==> src/wp_pkg.sv <==
package wp_pkg;

    // ****************************************************************
    // command opcodes seen on the command port
    // ****************************************************************
    localparam logic [7:0] OP_WRITE_ENABLE = 8'h06;
    localparam logic [7:0] OP_WRITE_DISABLE = 8'h04;
    localparam logic [7:0] OP_STATUS_WRITE = 8'h01;
    localparam logic [7:0] OP_FUNC_WRITE = 8'h42;
    localparam logic [7:0] OP_CHIP_ERASE_A = 8'hC7;
    localparam logic [7:0] OP_CHIP_ERASE_B = 8'h60;
    localparam logic [7:0] OP_RPARAM_FREE = 8'hC0;
    localparam logic [7:0] OP_RPARAM_LOCKED = 8'h63;
    localparam logic [7:0] OP_BANK_FREE = 8'h17;
    localparam logic [7:0] OP_BANK_LOCKED = 8'hC5;
    localparam logic [7:0] OP_PROG_A = 8'h02;
    localparam logic [7:0] OP_PROG_B = 8'h12;
    localparam logic [7:0] OP_PROG_C = 8'h32;
    localparam logic [7:0] OP_PROG_D = 8'h38;
    localparam logic [7:0] OP_PROG_E = 8'h34;
    localparam logic [7:0] OP_PROG_F = 8'h3E;
    localparam logic [7:0] OP_SECT_A = 8'hD7;
    localparam logic [7:0] OP_SECT_B = 8'h20;
    localparam logic [7:0] OP_SECT_C = 8'h21;
    localparam logic [7:0] OP_HALF_A = 8'h52;
    localparam logic [7:0] OP_HALF_B = 8'h5C;
    localparam logic [7:0] OP_BLK_A = 8'hD8;
    localparam logic [7:0] OP_BLK_B = 8'hDC;

    // ****************************************************************
    // status and function register layout, reset values
    // ****************************************************************
    localparam int ST_WIP = 0;
    localparam int ST_WEL = 1;
    localparam int ST_BP_LSB = 2;
    localparam int ST_QUAD_EN = 6;
    localparam int ST_WR_LOCK = 7;
    localparam int FN_BOTTOM = 1;
    localparam logic [3:0] BP_RST = 4'h0;
    localparam logic [7:0] BYTE_RST = 8'h00;

    // ****************************************************************
    // array geometry
    // ****************************************************************
    localparam int ADDR_W = 26;
    localparam logic [10:0] BLOCKS_SMALL = 11'h400;
    localparam logic [10:0] BLOCKS_BIG = 11'h100;
    localparam logic [10:0] PROT_CODE11 = 11'h300;
    localparam logic [10:0] PROT_CODE12 = 11'h380;
    localparam logic [10:0] PROT_CODE13 = 11'h3C0;
    localparam logic [10:0] PROT_CODE14 = 11'h3E0;
    localparam logic [3:0] BP_BIG_LAST_STEP = 4'h8;
    localparam logic [25:0] SPAN_SECTOR = 26'h000_0FFF;
    localparam logic [25:0] SPAN_HALF = 26'h000_7FFF;
    localparam logic [25:0] SPAN_BLK_SMALL = 26'h000_FFFF;
    localparam logic [25:0] SPAN_BLK_BIG = 26'h003_FFFF;

    // ****************************************************************
    // register bus map
    // ****************************************************************
    localparam logic [7:0] REG_STATUS = 8'h00;
    localparam logic [7:0] REG_FUNC = 8'h04;
    localparam logic [7:0] REG_CTRL = 8'h08;
    localparam logic [7:0] REG_RANGE = 8'h0C;
    localparam logic [7:0] REG_RPARAM = 8'h10;
    localparam logic [7:0] REG_BANK = 8'h14;
    localparam logic [7:0] REG_REFUSED = 8'h18;
    localparam logic [1:0] RESP_OKAY = 2'b00;
    localparam logic [1:0] RESP_SLVERR = 2'b10;

endpackage

==> src/flash_block_write_protect.sv <==
// Our own choices: the placing of the registers and register access over AXI4-Lite.
`timescale 1ns/1ps
// Summary of operation
// - opcodes C0h and 17h work without a prior write enable.
// - program or erase aimed into the protected region is refused.
// - chip erase is refused unless all four protect bits are zero.
// - with write disable bit zero, status writes pass regardless of pin.
// - disable bit one, pin low and quad enable zero freezes protect bits; status write ignored.
// - disable bit one and pin high still lets status writes through.
// - quad enable zero gives the two pins their control functions.
// - quad enable one turns the two pins into data lines three and four.
// - small layout has 1024 blocks numbered 0 to 1023.
// - small layout codes 1 to 10 protect 1 to 512 blocks, doubling.
// - codes 11 to 14 protect 768, 896, 960, 992; code 15 all.
// - select zero protects from the top down, one from block zero up.
// - big layout codes 1 to 8 double from 1; 9 and above protect all.
// - protect, quad and disable bits change only by status write after enable.
// - top/bottom select, once set to bottom, never returns to top.
module flash_block_write_protect (
    // clock and reset
    input wire logic clk_sys,
    input wire logic arst_n,
    // register bus, write side
    input wire logic [7:0] s_axi_awaddr,
    input wire logic s_axi_awvalid,
    output logic s_axi_awready,
    input wire logic [31:0] s_axi_wdata,
    input wire logic [3:0] s_axi_wstrb,
    input wire logic s_axi_wvalid,
    output logic s_axi_wready,
    output logic [1:0] s_axi_bresp,
    output logic s_axi_bvalid,
    input wire logic s_axi_bready,
    // register bus, read side
    input wire logic [7:0] s_axi_araddr,
    input wire logic s_axi_arvalid,
    output logic s_axi_arready,
    output logic [31:0] s_axi_rdata,
    output logic [1:0] s_axi_rresp,
    output logic s_axi_rvalid,
    input wire logic s_axi_rready,
    // decoded commands from the serial front end
    input wire logic cmd_valid,
    output logic cmd_ready,
    input wire logic [7:0] cmd_opcode,
    input wire logic [wp_pkg::ADDR_W-1:0] cmd_addr,
    input wire logic [7:0] cmd_data,
    // array sequencer
    output logic op_go,
    output logic op_refused,
    output logic [7:0] op_code,
    output logic [wp_pkg::ADDR_W-1:0] op_addr,
    input wire logic op_done,
    // pins
    input wire logic wp_pin,
    output logic pin_ctrl_en,
    output logic quad_lines_en
);
    import wp_pkg::*;

    // ****************************************************************
    // state
    // ****************************************************************
    logic [3:0] bp_q;
    logic quad_enable_q, status_write_disable_q, wel_q, busy_q;
    logic top_bottom_select_q, big_q, go_q, refused_q;
    logic [7:0] rparam_q, bank_q, code_q;
    logic [15:0] refused_cnt_q;
    logic [ADDR_W-1:0] addr_q;

    // ****************************************************************
    // command classification and range check
    // ****************************************************************
    logic cmd_take, is_prog, is_sect, is_half, is_blk, is_chip, is_erase;
    logic [ADDR_W-1:0] span, first_addr, last_addr;
    logic [9:0] first_blk, last_blk, prot_lo, prot_hi;
    logic prot_none, overlap, wp_level, status_lock;
    logic [5:0] status_wr_bits;
    logic [7:0] status_byte;

    assign cmd_ready = ~busy_q;
    assign cmd_take = cmd_valid & cmd_ready;
    assign status_wr_bits = cmd_data[7:2];

    always_comb begin
        is_prog = 1'b0;
        is_sect = 1'b0;
        is_half = 1'b0;
        is_blk = 1'b0;
        is_chip = 1'b0;
        case (cmd_opcode)
            OP_PROG_A, OP_PROG_B, OP_PROG_C, OP_PROG_D, OP_PROG_E, OP_PROG_F: is_prog = 1'b1;
            OP_SECT_A, OP_SECT_B, OP_SECT_C: is_sect = 1'b1;
            OP_HALF_A, OP_HALF_B: is_half = 1'b1;
            OP_BLK_A, OP_BLK_B: is_blk = 1'b1;
            OP_CHIP_ERASE_A, OP_CHIP_ERASE_B: is_chip = 1'b1;
            default: is_prog = 1'b0;
        endcase
    end

    assign is_erase = is_sect | is_half | is_blk;
    // the whole erased region is checked, not just the address given
    always_comb begin
        span = '0;
        if (is_sect) begin
            span = SPAN_SECTOR;
        end else if (is_half) begin
            span = SPAN_HALF;
        end else if (is_blk) begin
            span = big_q ? SPAN_BLK_BIG : SPAN_BLK_SMALL;
        end
    end

    assign first_addr = cmd_addr & ~span;
    assign last_addr = cmd_addr | span;
    assign first_blk = big_q ? {2'b00, first_addr[25:18]} : first_addr[25:16];
    assign last_blk = big_q ? {2'b00, last_addr[25:18]} : last_addr[25:16];

    wp_range_decode #(
        .BLK_W(10),
        .CNT_W(11)
    ) u_range (
        .bp(bp_q),
        .bottom_sel(top_bottom_select_q),
        .big(big_q),
        .none(prot_none),
        .lo(prot_lo),
        .hi(prot_hi)
    );

    assign overlap = ~prot_none & (last_blk >= prot_lo) & (first_blk <= prot_hi);
    // with quad enabled the pin carries data, so it cannot hold the lock
    assign wp_level = wp_pin | quad_enable_q;
    assign status_lock = status_write_disable_q & ~wp_level;
    assign pin_ctrl_en = ~quad_enable_q;
    assign quad_lines_en = quad_enable_q;

    // ****************************************************************
    // status bits and write enable latch
    // ****************************************************************
    always_ff @(posedge clk_sys or negedge arst_n) begin
        if (!arst_n) begin
            bp_q <= BP_RST;
            quad_enable_q <= 1'b0;
            status_write_disable_q <= 1'b0;
            wel_q <= 1'b0;
        end else begin
            if (op_done) begin
                wel_q <= 1'b0;
            end
            if (cmd_take) begin
                if (cmd_opcode == OP_WRITE_ENABLE) begin
                    wel_q <= 1'b1;
                end else if (cmd_opcode == OP_WRITE_DISABLE) begin
                    wel_q <= 1'b0;
                end else if (cmd_opcode == OP_STATUS_WRITE && wel_q && !status_lock) begin
                    bp_q <= cmd_data[ST_WR_LOCK-2:ST_BP_LSB];
                    quad_enable_q <= cmd_data[ST_QUAD_EN];
                    status_write_disable_q <= cmd_data[ST_WR_LOCK];
                    wel_q <= 1'b0;
                end else if (is_erase && wel_q && overlap) begin
                    wel_q <= 1'b0;
                end else if ((cmd_opcode == OP_FUNC_WRITE || cmd_opcode == OP_RPARAM_LOCKED
                             || cmd_opcode == OP_BANK_LOCKED) && wel_q) begin
                    wel_q <= 1'b0;
                end
            end
        end
    end

    // ****************************************************************
    // function and volatile registers
    // ****************************************************************
    always_ff @(posedge clk_sys or negedge arst_n) begin
        if (!arst_n) begin
            top_bottom_select_q <= 1'b0;
            rparam_q <= BYTE_RST;
            bank_q <= BYTE_RST;
        end else if (cmd_take) begin
            if (cmd_opcode == OP_FUNC_WRITE && wel_q && cmd_data[FN_BOTTOM]) begin
                top_bottom_select_q <= 1'b1;
            end
            if (cmd_opcode == OP_RPARAM_FREE
                || (cmd_opcode == OP_RPARAM_LOCKED && wel_q)) begin
                rparam_q <= cmd_data;
            end
            if (cmd_opcode == OP_BANK_FREE || (cmd_opcode == OP_BANK_LOCKED && wel_q)) begin
                bank_q <= cmd_data;
            end
        end
    end

    // ****************************************************************
    // program and erase gate
    // ****************************************************************
    always_ff @(posedge clk_sys or negedge arst_n) begin
        if (!arst_n) begin
            go_q <= 1'b0;
            refused_q <= 1'b0;
            code_q <= BYTE_RST;
            addr_q <= '0;
            busy_q <= 1'b0;
        end else begin
            go_q <= 1'b0;
            refused_q <= 1'b0;
            if (op_done) begin
                busy_q <= 1'b0;
            end
            if (cmd_take && wel_q && (is_prog || is_erase || is_chip)) begin
                code_q <= cmd_opcode;
                addr_q <= cmd_addr;
                if (is_chip ? (bp_q != 4'h0) : overlap) begin
                    refused_q <= 1'b1;
                end else begin
                    go_q <= 1'b1;
                    busy_q <= 1'b1;
                end
            end
        end
    end

    always_ff @(posedge clk_sys or negedge arst_n) begin
        if (!arst_n) begin
            refused_cnt_q <= '0;
        end else if (refused_q) begin
            refused_cnt_q <= refused_cnt_q + 16'h0001;
        end
    end
    assign op_go = go_q;
    assign op_refused = refused_q;
    assign op_code = code_q;
    assign op_addr = addr_q;

    // ****************************************************************
    // register bus slave
    // ****************************************************************
    logic aw_held_q, w_held_q, bvalid_q, rvalid_q, rd_hit;
    logic [7:0] aw_addr_q;
    logic [31:0] w_data_q, rdata_q, rd_mux;
    logic [3:0] w_strb_q;
    logic [1:0] bresp_q, rresp_q;

    assign s_axi_awready = ~aw_held_q & ~bvalid_q;
    assign s_axi_wready = ~w_held_q & ~bvalid_q;
    assign s_axi_bvalid = bvalid_q;
    assign s_axi_bresp = bresp_q;
    assign s_axi_arready = ~rvalid_q;
    assign s_axi_rvalid = rvalid_q;
    assign s_axi_rresp = rresp_q;
    assign s_axi_rdata = rdata_q;
    assign status_byte = {status_write_disable_q, quad_enable_q, bp_q, wel_q, busy_q};
    always_ff @(posedge clk_sys or negedge arst_n) begin
        if (!arst_n) begin
            aw_held_q <= 1'b0;
            w_held_q <= 1'b0;
            aw_addr_q <= '0;
            w_data_q <= '0;
            w_strb_q <= '0;
            bvalid_q <= 1'b0;
            bresp_q <= RESP_OKAY;
            big_q <= 1'b0;
        end else begin
            if (s_axi_awvalid && s_axi_awready) begin
                aw_held_q <= 1'b1;
                aw_addr_q <= s_axi_awaddr;
            end
            if (s_axi_wvalid && s_axi_wready) begin
                w_held_q <= 1'b1;
                w_data_q <= s_axi_wdata;
                w_strb_q <= s_axi_wstrb;
            end
            if (aw_held_q && w_held_q && !bvalid_q) begin
                aw_held_q <= 1'b0;
                w_held_q <= 1'b0;
                bvalid_q <= 1'b1;
                bresp_q <= RESP_OKAY;
                case (aw_addr_q)
                    REG_CTRL: begin
                        if (w_strb_q[0]) begin
                            big_q <= w_data_q[0];
                        end
                    end
                    REG_STATUS, REG_FUNC, REG_RANGE, REG_RPARAM, REG_BANK, REG_REFUSED: begin
                        bresp_q <= RESP_OKAY;
                    end
                    default: bresp_q <= RESP_SLVERR;
                endcase
            end
            if (bvalid_q && s_axi_bready) begin
                bvalid_q <= 1'b0;
            end
        end
    end

    always_comb begin
        rd_mux = '0;
        rd_hit = 1'b1;
        case (s_axi_araddr)
            REG_STATUS: rd_mux = {24'h00_0000, status_byte};
            REG_FUNC: rd_mux = {30'h0000_0000, top_bottom_select_q, 1'b0};
            REG_CTRL: rd_mux = {31'h0000_0000, big_q};
            REG_RANGE: rd_mux = {11'h000, prot_none, prot_hi, prot_lo};
            REG_RPARAM: rd_mux = {24'h00_0000, rparam_q};
            REG_BANK: rd_mux = {24'h00_0000, bank_q};
            REG_REFUSED: rd_mux = {16'h0000, refused_cnt_q};
            default: rd_hit = 1'b0;
        endcase
    end

    always_ff @(posedge clk_sys or negedge arst_n) begin
        if (!arst_n) begin
            rvalid_q <= 1'b0;
            rresp_q <= RESP_OKAY;
            rdata_q <= '0;
        end else if (s_axi_arvalid && s_axi_arready) begin
            rvalid_q <= 1'b1;
            rdata_q <= rd_mux;
            rresp_q <= rd_hit ? RESP_OKAY : RESP_SLVERR;
        end else if (rvalid_q && s_axi_rready) begin
            rvalid_q <= 1'b0;
        end
    end
endmodule

==> src/wp_range_decode.sv <==
`timescale 1ns/1ps
module wp_range_decode #(
    parameter int BLK_W = 10,
    parameter int CNT_W = 11
) (
    // protection code and layout
    input wire logic [3:0] bp,
    input wire logic bottom_sel,
    input wire logic big,
    // protected block range
    output logic none,
    output logic [BLK_W-1:0] lo,
    output logic [BLK_W-1:0] hi
);
    import wp_pkg::*;

    logic [CNT_W-1:0] cnt;
    logic [CNT_W-1:0] total;

    always_comb begin
        cnt = '0;
        total = big ? BLOCKS_BIG : BLOCKS_SMALL;
        if (big) begin
            if (bp == 4'h0) begin
                cnt = '0;
            end else if (bp <= BP_BIG_LAST_STEP) begin
                cnt = CNT_W'(1) << (bp - 4'h1);
            end else begin
                cnt = BLOCKS_BIG;
            end
        end else begin
            case (bp)
                4'h0: cnt = '0;
                4'hB: cnt = PROT_CODE11;
                4'hC: cnt = PROT_CODE12;
                4'hD: cnt = PROT_CODE13;
                4'hE: cnt = PROT_CODE14;
                4'hF: cnt = BLOCKS_SMALL;
                default: cnt = CNT_W'(1) << (bp - 4'h1);
            endcase
        end
    end

    // top grows down from the last block, bottom grows up from block zero
    assign none = (cnt == '0);
    assign lo = bottom_sel ? '0 : BLK_W'(total - cnt);
    assign hi = bottom_sel ? BLK_W'(cnt - CNT_W'(1)) : BLK_W'(total - CNT_W'(1));
endmodule

==> config.mk <==
export PLATFORM = sky130hd
export DESIGN_NAME = flash_block_write_protect
export DESIGN_NICKNAME = d
export VERILOG_FILES = /design/src/wp_pkg.sv /design/src/flash_block_write_protect.sv /design/src/wp_range_decode.sv
export SDC_FILE = /design/constraint.sdc
export NUM_CORES = 1
export LEC_CHECK = 0
export BUFFER_PORTS_ARGS = -buffer_cell sky130_fd_sc_hd__buf_2
export CAP_MARGIN = 5
export CORE_AREA = 2 2 129 181
export CTS_CLUSTER_SIZE = 20
export DETAILED_ROUTE_END_ITERATION = 16
export DIE_AREA = 0 0 131 183
export SLEW_MARGIN = 5
export SYNTH_ARGS = -nofsm -noshare
export SYNTH_HDL_FRONTEND = slang
export SYNTH_SLANG_ARGS = --single-unit
==> constraint.sdc <==
create_clock -name clk_sys -period 4.5 [get_ports clk_sys]
set_input_delay 0.225 -clock clk_sys [delete_from_list [all_inputs] [get_ports clk_sys]]
set_output_delay 0.225 -clock clk_sys [all_outputs]
set_load 0.01 [all_outputs]
**Word level (Yosys, flattened, before mapping)**

Cells that the tools add are included.
Widths: inputs -> output; s select.

- Output and inout bits: 80
- Logic and storage cells: 187
- Input port bits: 104
- Bits in registers: 128

- Mux-type cells: 45
- Reductions and logical operators: 47
- Bitwise operators: 22
- Eq/ne operators: 40
- Shift operators: 1
- Add/subtract/negate cells: 5
- $lt $le $gt $ge: 3

Operators with widths:

| cell | count |
|---|---|
| $pmux 21 s7 | 1 |
| $mux 18 | 4 |
| $pmux 11 s6 | 1 |
| $eq 8x5->1 const B | 8 |
| $eq 8x6->1 const B | 6 |
| $eq 8x8->1 const B | 6 |
| $eq 8x7->1 const B | 5 |
| $mux 10 | 4 |
| $mux 11 | 3 |
| $eq 8x3->1 const B | 4 |
| $eq 8x4->1 const B | 4 |
| $mux 1 | 29 |
| $and 26x26->26 | 1 |
| $not 26->26 | 1 |
| $or 26x26->26 | 1 |
| $eq 4x4->1 const B | 5 |
| $sub 10x1->10 const B | 2 |
| $logic_and 1x1->1 | 18 |
| $add 16x1->16 const B | 1 |
| $logic_not 8->1 | 2 |
| $reduce_or 7->1 | 2 |
| $logic_not 11->1 | 1 |
| $shl 1x4->11 const A | 1 |
| $ge 10x10->1 | 1 |
| 22 further kinds | 52 |

**Depth between registers and ports, before layout**

- Depth after elaboration: 17
- Depth in mapped cells: 16
- Mapped depth without buffers: 14

**Modules after synthesis**

A second synthesis with hierarchy kept.

- Cell total of the unflattened synthesis: 646
- Area total of the unflattened synthesis: 6,707.7 sq um

Modules (own cells, without submodules):

| module | cells an instance | instances | seq. area each (sq um) | area an instance (sq um) |
|---|---|---|---|---|
| flash_block_write_protect | 525 | 1 | 2,877.8 | 5,994.5 |
| wp_range_decode | 121 | 1 | 0.0 | 713.2 |

**Least setup slack after synthesis**

Ideal clock, no wire load.

- Path type: register to register
- Start: reg top_bottom_select_q
- End: reg busy_q
- Stages on the path, launching flop included: 14
- Period minus slack after synthesis: 3,154 ps
- Arrival time: 3,012 ps
- Setup slack: 1,346 ps
- Buffers on the path: 2
- Data required time: 4,359 ps
- Setup time: 141 ps
- Cell sequence: dfrtp_1 -> clkbuf_1 -> clkbuf_1 -> nand3_1 -> ha_1 -> and4b_1 -> a21oi_1 -> ha_1 -> o21a_1 -> o211ai_1 -> a31o_2 -> a31oi_1 -> nor4_1 -> o32ai_2

- Word-level cells in the longest chain between the ends: 7
- Elaborated cells between the ends (all ways): 9
- Those cells by class: order compare: 2; mux: 5; bitwise: 2

Ends and longest elaborated chain:

| item | line | source |
|---|---|---|
| from (decl) | flash_block_write_protect.sv:66 | `logic top_bottom_select_q, big_q, go_q, refused_q;` |
| from (signal assigned) | flash_block_write_protect.sv:176 | `top_bottom_select_q <= 1'b0;` |
| from (signal assigned) | flash_block_write_protect.sv:181 | `top_bottom_select_q <= 1'b1;` |
| $mux 10 | wp_range_decode.sv:46 | `assign lo = bottom_sel ? '0 : BLK_W'(total - cnt);` |
| $ge 10x10->1 | flash_block_write_protect.sv:131 | `assign overlap = ~prot_none & (last_blk >= prot_lo) & (first_blk <= prot_hi);` |
| $and 1x1->1 | flash_block_write_protect.sv:131 |  |
| $and 1x1->1 * | flash_block_write_protect.sv:131 |  |
| $mux 1 * (2 in series) | flash_block_write_protect.sv:212 | `if (is_chip ? (bp_q != 4'h0) : overlap) begin` |
| $mux 1 * | flash_block_write_protect.sv:209 | `if (cmd_take && wel_q && (is_prog \|\| is_erase \|\| is_chip)) begin` |
| to (signal assigned) | flash_block_write_protect.sv:202 | `busy_q <= 1'b0;` |
| to (signal assigned) | flash_block_write_protect.sv:207 | `busy_q <= 1'b0;` |
| to (signal assigned) | flash_block_write_protect.sv:216 | `busy_q <= 1'b1;` |
| to (decl) | flash_block_write_protect.sv:65 | `logic quad_enable_q, status_write_disable_q, wel_q, busy_q;` |

Every way passes the cells marked *; elsewhere a longest branch is shown, timed or not.
A chain may end at the register's enable or synchronous reset.

**Worst setup path after layout**

- Start: reg bp_q[2]
- End: reg busy_q

- Word-level cells in the longest chain between the ends: 13
- Elaborated cells between the ends (all ways): 27
- Those cells by class: add/sub: 3; order compare: 3; eq/ne: 5; shift: 1; mux: 9; bitwise: 3; reduce/logical: 3

Ends and longest elaborated chain:

| item | line | source |
|---|---|---|
| from (decl) | flash_block_write_protect.sv:64 | `logic [3:0] bp_q;` |
| from (signal assigned) | flash_block_write_protect.sv:157 | `bp_q <= cmd_data[ST_WR_LOCK-2:ST_BP_LSB];` |
| $sub 4x1->4 | wp_range_decode.sv:27, wp_range_decode.sv:39 |  |
| $shl 1x4->11 | wp_range_decode.sv:27, wp_range_decode.sv:39 |  |
| $mux 11 | wp_range_decode.sv:26 | `end else if (bp <= BP_BIG_LAST_STEP) begin` |
| $mux 11 | wp_range_decode.sv:24 | `if (bp == 4'h0) begin` |
| $mux 11 | wp_range_decode.sv:23 | `if (big) begin` |
| $sub 10x10->10 | wp_range_decode.sv:46 |  |
| $mux 10 | wp_range_decode.sv:46 |  |
| $ge 10x10->1 | flash_block_write_protect.sv:131 |  |
| $and 1x1->1 (2 in series) | flash_block_write_protect.sv:131 |  |
| $mux 1 * (2 in series) | flash_block_write_protect.sv:212 |  |
| $mux 1 * | flash_block_write_protect.sv:209 |  |

Marked as above.

==> flow_summary.yaml <==
placement:
  globalplace.congestion: 0.850
  place_ws_ns: 0.870
  place_hpwl_mm: 13.6
  dp_cells: 1025
  port_buffers: 136
route:
  drt_iter0_drc: 251
  wire_per_inst_um: 16.7
  drc: 0
  drt-pass1-iter-count: 4
  routed_wl_mm: 17.7
  vias_per_cell: 4.90
  vias: 5196
  ant_nets: 0
worst_setup_path:
  regToRegEndpoint: "busy_q"
  path_cells: "nor2_1 > nand2_1 > ha_1 > nor2_1 > a21oi_1 > o221ai_1 > a221o_1 > ha_1 > o21a_1 > o21ai_0 > nor4_1 > o32ai_2"
  worstPathArrival_ns: 3.93
  critPathMaxStageDelay_ns: 0.74
  crit_path_start_kind: "flip-flop"
  critPathCaptureType: "flip-flop"
  path_class: "flip-flop to flip-flop"
  ff2ff_path_depth: 12
  rrSetupSlack_ns: 0.85
  path_buf_inv: 0
  crit_slowest_cell: "dfrtp_1"
  worst-path-max-fanout: 21
  r2r-start: "bp_q[2]"
  crit_required_ns: 4.78
  cpLargestDelayFamily: "compound AO/OA/AOI/OAI gates"
logic_synthesis:
  synthTopCellsByArea: "dfrtp_1, mux2_2, mux2_4"
  synth_top_area_share_pct: 43.8
  ys_ff_latch: 115
  syn_area_per_cell_um2: 10.6
  post-synth-top-count-cell: "dfrtp_1"
  synthArstFlopShare_pct: 100
  yosysSeqAreaShare_pct: 43.8
  synth_edf_count: 0
  synthCells: 619
  syn-cell-area_um2: 6570
  synth_cell_types: 68
  yosysTopAreaCell: "dfrtp_1"
  yosys-top-cells-count: "dfrtp_1, mux2_2, nand2_1, nor2_1"
  synth_flop_cell: "dfrtp_1"
  synth_warnings: 0
grt:
  track_usage_pct: 15.4
  grt_max_degree: 62
  grt_first_pass_wirelength_mm: 27.8
  gr-total-overflow: 0
  grt_antenna_before_repair: 2
  grt_pass1_vias: 5128
worst_hold_path:
  worstHoldStart: "cmd_addr[1]"
  min_path_type: "input port to flip-flop"
  holdPathStages: 2
  worst_hold_path.endpoint: "op_addr[1]"
sta:
  setup_ws_ns: 0.852
  tightest_slew_ns: 1.19
  hold_viol: 0
  setup_viol: 0
  post-route-min-period_ns: 3.65
  rsz0062_at_grt: "no"
  finalMaxSlewViolations: 0
  setup_tns_ns: 0
  relSlewSlack_pct: 20.1
  fmax_ghz: 0.274
  period_share_pct: 81.1
  clock_skew_ns: 0.00623
floorplan:
  die_height_um: 183
  rows: 65
  io_pins: 184
  core_um2: 22400
  die_w_um: 131
  die_area_um2: 24000
  initial_utilization_pct: 29.4
clock_tree:
  clk_latency_ns: 0.43
  cts_sinks: 115
  clkSlewWorstSetupHoldPaths_ns: 0.06
  cts-resized-gates: 0
  cts_max_level: 4
  tritoncts: "yes"
  cts_made_buffers: 17
  root_buffer: "clkbuf_16"
  clk_path_buf_depth: 2
layout:
  fillers: 2265
  syn_to_final_growth_pct: 23.6
  multi_input_area_um2: 3410
  drive_gt1_share_pct: 33.4
  n_antenna_cell: 0
  nets: 874
  final_cells: 1061
  seqCellArea_um2: 2880
power_and_ir_drop:
  total_power_mw: 3.48
  cellLeakagePower_nw: 3.91
  power.density_nw_per_um2: 428
  ir_drop_mv: 0.254
job:
  cap_violations: 0
status:
  status: "completed"
-- power by group --
part,total [mW],switching [mW],internal [mW]
logic,0.714,0.345,0.369
clock network,1.44,0.483,0.953
registers,1.33,0.112,1.21
-- worst max path at each step --
stage	cells past startpoint	start	slack, ns	endpoint
CTS	12	bp_q[2]	0.86	busy_q
global placement	12	bp_q[2]	0.90	busy_q
floorplan	13	top_bottom_select_q	1.35	busy_q
global route	12	bp_q[2]	0.65	busy_q
finish	12	bp_q[2]	0.85	busy_q
detailed placement	12	bp_q[2]	0.87	busy_q
-- flip-flops by register name, indices dropped and copies added (netlist names), 4 cells and up --
| register | cells |
|---|---|
| aw_addr_q | 8 |
| bank_q | 8 |
| rparam_q | 8 |
| op_addr | 26 |
| s_axi_rdata | 21 |
| bp_q | 4 |
| op_code | 8 |
| refused_cnt_q | 16 |
-- stage by stage --
step,utilization (%),hold WS [ns],area [um^2]
floorplan,-,-0.0706,6610
global placement,33.3,0.334,7450
detailed placement,33.3,0.336,7450
CTS,36.3,0.00591,8120
global route,36.3,0.0106,8120
finish,36.3,0.0266,8120
-- metal layers --
metal  wire [um]  track usage, %  share of wire [%]  up-vias
met3         723            3.73                4.1       43
met4         697            8.77                3.9        2
li1            -               -                  -     2500
met2        9370            26.5                 53      139
met5          15               0              0.085        -
met1        6940            17.1                 39     2512
-- layout make-up --
class	instances	share of cell area, %
flip-flops and latches	115	35.5
multi-input cells	451	42.0
clock inverters	9	1.88
inverters	15	0.694
repair buffers	147	9.56
clock buffers	23	5.77
well taps	301	4.64
-- repair_timing --
| item | CTS | global route |
|---|---|---|
| setup buffers | 0 | 0 |
| hold buffers | 4 | 0 |
| endpoints found under the hold margin | 57 | 0 |
-- kinds of logic (layout without fill, tap and decap cells) --
family,after synthesis,after routing,synth area share [%]
adder cells (fa/ha/maj),23,23,4.38
flip-flops,115,115,43.8
AND/OR/NAND/NOR,186,186,14.7
buffers and inverters,65,194,4.97
other,1,13,0.0571
AO/OA/AOI/OAI,119,119,12.6
XOR/XNOR,21,21,2.80
multiplexers,89,89,16.7
-- cell usage in the layout, fill, tap and decap left out, types with 10 or more instances in the layout --
| cell type | Yosys | final |
|---|---|---|
| buf_2 | 3 | 135 |
| dfrtp_1 | 115 | 115 |
| mux2_2 | 48 | 48 |
| nand2_1 | 46 | 46 |
| nor2_1 | 36 | 36 |
| mux2_4 | 27 | 27 |
| nand3_1 | 26 | 26 |
| o21ai_0 | 23 | 23 |
| ha_1 | 23 | 23 |
| a21oi_1 | 21 | 21 |
| clkbuf_16 | 0 | 17 |
| inv_1 | 15 | 15 |
| xnor2_1 | 14 | 14 |
| mux2i_1 | 13 | 13 |
| conb_1 | 1 | 13 |
| nor2b_1 | 11 | 11 |
| nor3_1 | 10 | 10 |
No activity file was read; power rests on OpenSTA's default activity.
